`config.mk`:
```
export PLATFORM = sky130hd
export DESIGN_NAME = iwr_top
export DESIGN_NICKNAME = d
export VERILOG_FILES = /design/src/hdl/iwr_pkg.sv /design/src/hdl/iwr_sync.sv /design/src/hdl/iwr_prio_field.sv /design/src/hdl/iwr_top.sv
export SDC_FILE = /design/constraint.sdc
export NUM_CORES = 1
export LEC_CHECK = 0
export BUFFER_PORTS_ARGS = -buffer_cell sky130_fd_sc_hd__clkbuf_2
export CORE_UTILIZATION = 40
export DETAILED_ROUTE_END_ITERATION = 8
export PLACE_DENSITY = 0.64
export SLEW_MARGIN = 20
export SYNTH_ARGS = -nofsm -noshare
export SYNTH_HDL_FRONTEND = slang
export SYNTH_HIERARCHICAL = 1
export SYNTH_SLANG_ARGS = --single-unit
```
`constraint.sdc`:
```
create_clock -name pclk -period 2.9 [get_ports pclk]
set_input_delay 0.58 -clock pclk [delete_from_list [all_inputs] [get_ports pclk]]
set_output_delay 0.58 -clock pclk [all_outputs]
set_load 0.03 [all_outputs]
```
`src/hdl/iwr_pkg.sv`:
```
// Purpose: Shared constants for interrupt priority and stop wake routing
// Assumes: 32 interrupt sources, 8 priority words, APB register access
// Notes:   Offsets are byte addresses of aligned 32-bit words
package iwr_pkg;
	localparam int NUM_IRQ        = 32;
	localparam int NUM_PRIO_REG   = 8;
	localparam int IRQ_PER_REG    = 4;
	localparam int FIELD_STRIDE   = 8;
	localparam int FIELD_BASE     = 6;
	localparam int FIELD_WIDTH    = 2;

	localparam logic [4:0] SPI_IRQ_NUM       = 5'h0A;
	localparam logic [7:0] SPI_VECTOR_NUM    = 8'h1A;
	localparam logic [31:0] SPI_VECTOR_ADDR  = 32'h0000_0068;

	localparam logic [11:0] OFS_PRIO_BASE    = 12'h000;
	localparam logic [11:0] OFS_CTRL         = 12'h020;
	localparam logic [11:0] OFS_STATUS       = 12'h024;
	localparam logic [11:0] OFS_WAKE_PEND    = 12'h028;
	localparam logic [11:0] OFS_PIN_FLAGS    = 12'h02C;
	localparam logic [11:0] OFS_MOD_FLAGS    = 12'h030;

	localparam int CTRL_PIN_EN_LSB  = 0;
	localparam int CTRL_MOD_EN_LSB  = 16;
	localparam int CTRL_NMI_EN_BIT  = 24;
	localparam int CTRL_RST_EN_BIT  = 25;
	localparam int CTRL_MODE_LSB    = 28;

	localparam logic [31:0] CTRL_RESET      = 32'h0000_0000;
	localparam logic [7:0]  MOD_FLAG_USED   = 8'hB3;

	// Index of module wake flags
	localparam int MF_LPTMR = 0;
	localparam int MF_CMP   = 1;
	localparam int MF_TSI   = 4;
	localparam int MF_ALARM = 5;
	localparam int MF_SECS  = 7;

	// Wake pins 5..10, 14, 15 kept at their own bit positions in 16 slots
	localparam logic [15:0] WAKE_PIN_USED = 16'hC7E0;

	typedef enum logic [2:0] {
		IWR_RUN       = 3'b000,
		IWR_STOP      = 3'b001,
		IWR_LOW_LEAK  = 3'b010,
		IWR_VLLS1     = 3'b011,
		IWR_LEVEL2_BAD = 3'b100,
		IWR_VLLS3     = 3'b101
	} iwr_mode_e;

	// Async wake request vector bit positions
	localparam int AW_PORT  = 0;
	localparam int AW_LVD   = 1;
	localparam int AW_LVW   = 2;
	localparam int AW_UART0 = 3;
	localparam int AW_TPM   = 4;
	localparam int AW_LPTMR = 5;
	localparam int AW_CMP   = 6;
	localparam int AW_I2C   = 7;
	localparam int AW_SPI   = 8;
	localparam int AW_URXD  = 9;
	localparam int AW_RST   = 10;
	localparam int AW_RTC   = 11;
	localparam int AW_TSI   = 12;
	localparam int AW_ADC   = 13;
	localparam int AW_NMI   = 14;
	localparam int AW_COUNT = 15;
endpackage

```
`src/hdl/iwr_sync.sv`:
```
// Purpose: Three-stage synchroniser for asynchronous wake inputs
// Assumes: Inputs come from pins or other clock domains
// Notes:   Output changes only when stages two and three agree
`timescale 1ns/100ps
module iwr_sync #(
	parameter int W = 1
) (
	input  wire logic         pclk,
	input  wire logic         presetn,
	input  wire logic [W-1:0] async_in,
	output logic      [W-1:0] sync_out
);
	logic [W-1:0] stage1;
	logic [W-1:0] stage2;
	logic [W-1:0] stage3;
	logic [W-1:0] next_out;

	assign next_out = (stage2 & stage3) | (sync_out & (stage2 | stage3));

	always_ff @(posedge pclk or negedge presetn) begin
		if (!presetn) begin
			stage1   <= '0;
			stage2   <= '0;
			stage3   <= '0;
			sync_out <= '0;
		end else begin
			stage1   <= async_in;
			stage2   <= stage1;
			stage3   <= stage2;
			sync_out <= next_out;
		end
	end
endmodule

```
`src/hdl/iwr_prio_field.sv`:
```
// Purpose: Locate one interrupt's priority field in the register bank
// Assumes: Interrupt number below the bank size
// Notes:   Pure combinational lookup
`timescale 1ns/100ps
module iwr_prio_field (
	input  wire logic [4:0]   irq_num,
	input  wire logic [255:0] prio_flat,
	output logic      [2:0]   reg_index,
	output logic      [4:0]   field_lsb,
	output logic      [1:0]   level
);
	logic [7:0] bit_pos;

	assign reg_index = irq_num[4:2];
	assign field_lsb = {irq_num[1:0], 3'b000} + 5'h06;
	assign bit_pos   = {reg_index, field_lsb};
	assign level     = prio_flat[bit_pos +: iwr_pkg::FIELD_WIDTH];
endmodule

```
`src/hdl/iwr_top.sv`:
```
// Purpose: Priority field store and stop wake routing behind an APB slave
// Assumes: Single 25 MHz clock, wake sources are asynchronous levels
// Notes:   Wake outputs are levels; no interrupt logic of its own
`timescale 1ns/100ps

module iwr_top (
	input  wire logic        pclk,
	input  wire logic        presetn,
	input  wire logic        psel,
	input  wire logic        penable,
	input  wire logic        pwrite,
	input  wire logic [11:0] paddr,
	input  wire logic [31:0] pwdata,
	output logic      [31:0] prdata,
	output logic             pready,
	output logic             pslverr,
	input  wire logic [31:0] irq_src,
	input  wire logic        port_pin_irq,
	input  wire logic        lvd_event,
	input  wire logic        lvw_event,
	input  wire logic        uart0_irq,
	input  wire logic        uart0_clk_en,
	input  wire logic        tpm_irq,
	input  wire logic        tpm_clk_en,
	input  wire logic        lptmr_irq,
	input  wire logic        lptmr_clk_en,
	input  wire logic        cmp_irq,
	input  wire logic        i2c_addr_match,
	input  wire logic        spi_slave_irq,
	input  wire logic        uart1_rxd_edge,
	input  wire logic        uart2_rxd_edge,
	input  wire logic        reset_pin,
	input  wire logic        reset_osc_clk,
	input  wire logic        rtc_alarm_irq,
	input  wire logic        rtc_seconds_irq,
	input  wire logic        tsi_irq,
	input  wire logic        adc_irq,
	input  wire logic        adc_int_clk,
	input  wire logic        nmi_pin,
	input  wire logic [15:0] external_wake_pin_input,
	input  wire logic        leakage_wake_unmasked,
	input  wire logic [4:0]  query_irq,
	output logic      [2:0]  query_reg_index,
	output logic      [4:0]  query_field_lsb,
	output logic      [1:0]  query_level,
	output logic      [31:0] irq_to_core,
	output logic      [1:0]  spi_irq_level,
	output logic      [31:0] spi_vector_addr,
	output logic      [2:0]  power_mode,
	output logic             stopped,
	output logic             async_wake_req,
	output logic             leakage_wake_req,
	output logic             pin_wake_exit
);
	localparam int NSYNC = 31;

	logic [31:0]  prio_reg [iwr_pkg::NUM_PRIO_REG];
	logic [255:0] prio_flat;
	logic [31:0]  ctrl;
	logic [7:0]   module_wake_flag;
	logic [15:0]  pin_flag;
	logic [NSYNC-1:0] raw_in;
	logic [NSYNC-1:0] syn;
	logic [iwr_pkg::AW_COUNT-1:0] aw_vec;
	logic [15:0]  pin_hit;
	logic [7:0]   mod_hit;
	logic [7:0]   mod_src;
	logic [31:0]  status_word;
	logic [31:0]  rd_mux;
	logic [2:0]   mode_req;
	logic [2:0]   next_mode;
	logic         wr_en;
	logic         rd_en;
	logic         hit_prio;
	logic         hit_ctrl;
	logic         hit_stat;
	logic         hit_pend;
	logic         hit_pin;
	logic         hit_mod;
	logic         addr_ok;
	logic         in_stop;
	logic         wake_any;
	logic         nmi_rst_wake;

	// All wake inputs except port pin, LVD, LVW, I2C, SPI and UART1/2 RXD cross in; clock enables treated like levels too
	assign raw_in = {external_wake_pin_input, adc_int_clk, adc_irq, tsi_irq,
			rtc_seconds_irq, rtc_alarm_irq, reset_osc_clk, reset_pin,
			nmi_pin, cmp_irq, lptmr_irq, lptmr_clk_en, tpm_clk_en,
			tpm_irq, uart0_clk_en, uart0_irq};

	iwr_sync #(
		.W (NSYNC)
	) u_sync (
		.pclk     (pclk),
		.presetn  (presetn),
		.async_in (raw_in),
		.sync_out (syn)
	);

	genvar gi;
	generate
		for (gi = 0; gi < iwr_pkg::NUM_PRIO_REG; gi++) begin : g_flat
			assign prio_flat[gi*32 +: 32] = prio_reg[gi];
		end
	endgenerate

	iwr_prio_field u_field (
		.irq_num   (query_irq),
		.prio_flat (prio_flat),
		.reg_index (query_reg_index),
		.field_lsb (query_field_lsb),
		.level     (query_level)
	);

	// Field of the combined serial interface interrupt
	assign spi_irq_level   = prio_reg[iwr_pkg::SPI_IRQ_NUM[4:2]][23:22];
	assign spi_vector_addr = iwr_pkg::SPI_VECTOR_ADDR;
	assign irq_to_core     = irq_src;

	// Port pin and voltage detect already sit in the clock domain of the mode logic
	assign aw_vec[iwr_pkg::AW_PORT]  = port_pin_irq;
	assign aw_vec[iwr_pkg::AW_LVD]   = lvd_event;
	assign aw_vec[iwr_pkg::AW_LVW]   = lvw_event;
	assign aw_vec[iwr_pkg::AW_UART0] = syn[0] & syn[1];
	assign aw_vec[iwr_pkg::AW_TPM]   = syn[2] & syn[3];
	assign aw_vec[iwr_pkg::AW_LPTMR] = syn[5] & syn[4];
	assign aw_vec[iwr_pkg::AW_CMP]   = syn[6];
	assign aw_vec[iwr_pkg::AW_I2C]   = i2c_addr_match;
	assign aw_vec[iwr_pkg::AW_SPI]   = spi_slave_irq;
	assign aw_vec[iwr_pkg::AW_URXD]  = uart1_rxd_edge | uart2_rxd_edge;
	assign aw_vec[iwr_pkg::AW_RST]   = syn[8] & syn[9];
	assign aw_vec[iwr_pkg::AW_RTC]   = syn[10] | syn[11];
	assign aw_vec[iwr_pkg::AW_TSI]   = syn[12];
	assign aw_vec[iwr_pkg::AW_ADC]   = syn[13] & syn[14];
	assign aw_vec[iwr_pkg::AW_NMI]   = syn[7];

	assign in_stop        = (power_mode != iwr_pkg::IWR_RUN);
	assign async_wake_req = in_stop & (|aw_vec);

	// Leakage unit: only documented pins and flags can hit
	assign pin_hit = syn[30:15] & ctrl[15:0] & iwr_pkg::WAKE_PIN_USED;
	assign mod_src[iwr_pkg::MF_LPTMR] = syn[5];
	assign mod_src[iwr_pkg::MF_CMP]   = syn[6];
	assign mod_src[2]                 = 1'b0;
	assign mod_src[3]                 = 1'b0;
	assign mod_src[iwr_pkg::MF_TSI]   = syn[12];
	assign mod_src[iwr_pkg::MF_ALARM] = syn[10];
	assign mod_src[6]                 = 1'b0;
	assign mod_src[iwr_pkg::MF_SECS]  = syn[11];
	assign mod_hit = mod_src & ctrl[23:16] & iwr_pkg::MOD_FLAG_USED;

	assign nmi_rst_wake = (ctrl[iwr_pkg::CTRL_NMI_EN_BIT] & syn[7]) |
			(ctrl[iwr_pkg::CTRL_RST_EN_BIT] & syn[8]);
	assign pin_wake_exit = in_stop & nmi_rst_wake;

	// A masked leakage interrupt blocks exit from low-leakage stop
	assign leakage_wake_req = (|pin_flag | |module_wake_flag) &
			((power_mode != iwr_pkg::IWR_LOW_LEAK) | leakage_wake_unmasked);
	assign wake_any = async_wake_req | leakage_wake_req | pin_wake_exit;
	assign stopped  = in_stop;

	// Unsupported level two or unknown codes leave the mode unchanged
	assign mode_req = pwdata[iwr_pkg::CTRL_MODE_LSB +: 3];
	assign next_mode = (mode_req == iwr_pkg::IWR_LEVEL2_BAD) ? power_mode :
			(mode_req > iwr_pkg::IWR_VLLS3) ? power_mode : mode_req;

	// APB decode
	assign pready   = 1'b1;
	assign wr_en    = psel & penable & pwrite;
	assign rd_en    = psel & penable & ~pwrite;
	assign hit_prio = (paddr[11:5] == 7'h00) & (paddr[1:0] == 2'b00);
	assign hit_ctrl = paddr == iwr_pkg::OFS_CTRL;
	assign hit_stat = paddr == iwr_pkg::OFS_STATUS;
	assign hit_pend = paddr == iwr_pkg::OFS_WAKE_PEND;
	assign hit_pin  = paddr == iwr_pkg::OFS_PIN_FLAGS;
	assign hit_mod  = paddr == iwr_pkg::OFS_MOD_FLAGS;
	assign addr_ok  = hit_prio | hit_ctrl | hit_stat | hit_pend | hit_pin | hit_mod;
	assign pslverr  = psel & penable & ~addr_ok;

	assign status_word = {25'h0000000, stopped, async_wake_req, leakage_wake_req,
			pin_wake_exit, power_mode};
	assign rd_mux = hit_prio ? (prio_reg[paddr[4:2]] & 32'hC0C0C0C0) :
			hit_ctrl ? (ctrl & 32'h73FF_C7E0 | {8'h00, 8'h00, 16'h0000}) :
			hit_stat ? status_word :
			hit_pend ? {17'h00000, aw_vec} :
			hit_pin  ? {16'h0000, pin_flag} :
			hit_mod  ? {24'h000000, module_wake_flag} : 32'h0000_0000;

	always_ff @(posedge pclk or negedge presetn) begin
		if (!presetn) begin
			for (int i = 0; i < iwr_pkg::NUM_PRIO_REG; i++) begin
				prio_reg[i] <= 32'h0000_0000;
			end
		end else if (wr_en && hit_prio) begin
			prio_reg[paddr[4:2]] <= pwdata & 32'hC0C0C0C0;
		end
	end

	always_ff @(posedge pclk or negedge presetn) begin
		if (!presetn) begin
			ctrl <= iwr_pkg::CTRL_RESET;
		end else if (wr_en && hit_ctrl) begin
			ctrl <= pwdata;
		end
	end

	// Mode falls back to run on any wake
	always_ff @(posedge pclk or negedge presetn) begin
		if (!presetn) begin
			power_mode <= iwr_pkg::IWR_RUN;
		end else if (in_stop && wake_any) begin
			power_mode <= iwr_pkg::IWR_RUN;
		end else if (wr_en && hit_ctrl) begin
			power_mode <= next_mode;
		end else begin
			power_mode <= power_mode;
		end
	end

	// Sticky flags: write one clears, a new hit wins over the clear
	always_ff @(posedge pclk or negedge presetn) begin
		if (!presetn) begin
			pin_flag         <= 16'h0000;
			module_wake_flag <= 8'h00;
		end else begin
			pin_flag <= (pin_flag & ~((wr_en && hit_pin) ? pwdata[15:0] : 16'h0000))
					| (in_stop ? pin_hit : 16'h0000);
			module_wake_flag <= (module_wake_flag &
					~((wr_en && hit_mod) ? pwdata[7:0] : 8'h00))
					| (in_stop ? mod_hit : 8'h00);
		end
	end

	always_ff @(posedge pclk or negedge presetn) begin
		if (!presetn) begin
			prdata <= 32'h0000_0000;
		end else if (psel && !penable && !pwrite) begin
			prdata <= rd_mux;
		end else begin
			prdata <= prdata;
		end
	end
endmodule

```
==> metrics.txt <==
first-pass GRT wire length 38.90 mm; final WL 25.03 mm; Setup Skew 0.01358 ns; switching pwr 1.797 mW; Max Slew Vio Count 0; port buffer count 129; combinational fraction of design power ~8.5%; CP Max Fanout 6; max cap viols 0; slowest cell delay on critical path 0.58 ns; Most Used Layer, Global Route met2; initial antenna violation count 2; first-pass iteration count of the detailed router 5; Tot GR Track Use 19.01%; drt wl/cell 19.02 um; GR Layer Usage met3 3.834%; synth warn 6; TritonCTS clock tree built; Worst-path clk slew 0.06 ns; DP Area 11130 um2; IO Pins 242; syn avg cell area 12.12 um2; die width 163.1 um; RSZ-0062 raised after global routing no; VDD IR-drop max 382.1 uV; met2 Resource Use GR 28.92%; sequential share of power 47.1%; Bufs on Longest Clock Path 3; power per cell area 608.7 nW/um2; sw frac 24.61%; Hold Path Class input pin to flip-flop; crit path capture type primary output; Tmin final 2.789 ns; GP Congestion between 0.8 and 0.9; clk root buf clkbuf_16; DRT iter0 DRCs 497; cells after synthesis 856; Leakage 5.787 nW; total global routing overflow 0; setup TNS 0 ns; Final nets 1092; critical path, cell by cell clkbuf_2, or4_1, buf_4, nor2_1, o21ai_0, and3_1, clkbuf_2; worst slew pin tran 0.6710 ns; run status finished, final reports clean; worst-skew pair later-pin latency 0.53 ns; Setup crit start kind input pin; clock share of power 44.4%; Critical Setup Path Class input pin to primary output; core area between 20000 and 30000 um2; initial core utilization 40.96%; Routed Antenna Nets 0; cts bufs inserted 26; routed via count 6910; H-tree depth 1; Slew Limit Headroom about 55%; Area Growth Syn to Fin 15.62%; Critical Path AT 2.21 ns; DP HPWL 17.78 mm; vias in the first global route a little under 7000; Int Power roughly 5.5 mW; Fin. Hold Viols 0; period utilization 96.16%; largest net degree at the start of global routing 66; post-CTS setup buffers 0; row count 58; DRC Markers 0; Slowest-stage cell, CP or4_1; # setup viols final 0; design area 12000 um2; critical path required time 2.32 ns; share of layout cells above drive strength 1 33.54%; Crit path top cell by count clkbuf_2; GRT met1 Usage 27.13%; Post-Syn Area 10370 um2; fmax 358.6 MHz; DIE HEIGHT 163.1 um; CTS sink count 234; die area ~27000 um2; routed vias/inst 5.251
## placed cells by master (no fill, tap or decap), types with 16 or more instances in the layout
cell	count
clkbuf_2	128
nand2_1	137
mux4_2	16
dfrtp_1	234
conb_1	38
nand3_1	17
mux2i_1	44
a21oi_1	26
nor2_1	19
o21ai_0	21
buf_4	35
a22oi_1	16
mux2_2	65
clkbuf_16	26
maj3_2	23
## worst max-delay path, delay by kind of cell
kind                   cells  cell delay [ns]
AO/OA/AOI/OAI              1             0.19
AND/OR/NAND/NOR            3             0.99
buffers and inverters      3             0.44
## registers in the layout, summed over array words and instances (netlist names), 8 cells and up
name	cells
u_sync/sync_out	23
pin_flag	16
prdata	30
u_sync/stage2	23
module_wake_flag	8
u_sync/stage1	23
prio_flat	62
u_sync/stage3	23
ctrl	21
## worst paths after layout
kind                                   startpoint                end  slack [ns]  depth (start not counted)
worst max-delay path                     paddr[8]            pslverr        0.11                          7
worst min-delay path                    reset_pin   u_sync/stage1[8]        0.15                          1
worst max register to register      power_mode[2]      power_mode[2]        1.00                          5
worst min register to register  u_sync/stage1[21]  u_sync/stage2[21]        0.35                          0
max in group asynchronous                 presetn  u_sync/stage2[12]        1.55                          3
min in group asynchronous                 presetn  u_sync/stage2[30]        0.61                          2
## metrics by stage
step / hold WS [ns] / power (mW) / worst slack (ns) / instances / util (%)
after floorplan: 0.2844 / 3.943 / 0.1701 / 890 / -
after global placement: 0.3323 / 4.107 / 0.09650 / 1268 / 43.94
after detailed placement: 0.3347 / 4.115 / 0.07864 / 1268 / 43.94
after CTS: 0.1297 / 7.375 / 0.1531 / 1314 / 47.33
after global routing: 0.1318 / 7.571 / 0.06329 / 1315 / 47.35
final: 0.1452 / 7.301 / 0.1115 / 1316 / 47.36
## power by group through the flow
stage	Combinational, mW	Sequential [mW]	Clock, mW
after global placement	0.612	3.50	0
after global routing	0.669	3.45	3.45
after detailed placement	0.617	3.50	0
after CTS	0.623	3.44	3.31
final	0.620	3.44	3.24
after floorplan	0.452	3.49	0
## layout make-up
| type | count | area (um2) |
|---|---|---|
| flip-flops and latches | 234 | 5856 |
| repair buffers | 169 | 1008 |
| well taps | 330 | 412.9 |
| diodes | 2 | 5.005 |
| clock buffers | 37 | 742.0 |
| multi-input cells | 532 | 3849 |
| clock inverters | 8 | 107.6 |
| inverters | 4 | 15.01 |
| fillers | 2280 | 13330 |
## repair_timing
| item | 4_1_cts | 5_1_grt |
|---|---|---|
| hold buffers | 1 | 0 |
| gates resized for setup | 0 | 1 |
| endpoints found under the hold margin | 45 | 0 |
| endpoints found under the setup margin | 0 | 1 |
## layer usage
metal | wire length [um] | up-vias
met5 | 0 | -
met1 | 11110 | 3465
met3 | 1682 | 41
li1 | - | 3145
met4 | 620 | 0
met2 | 11610 | 259
(Power assumes the default switching activity.)
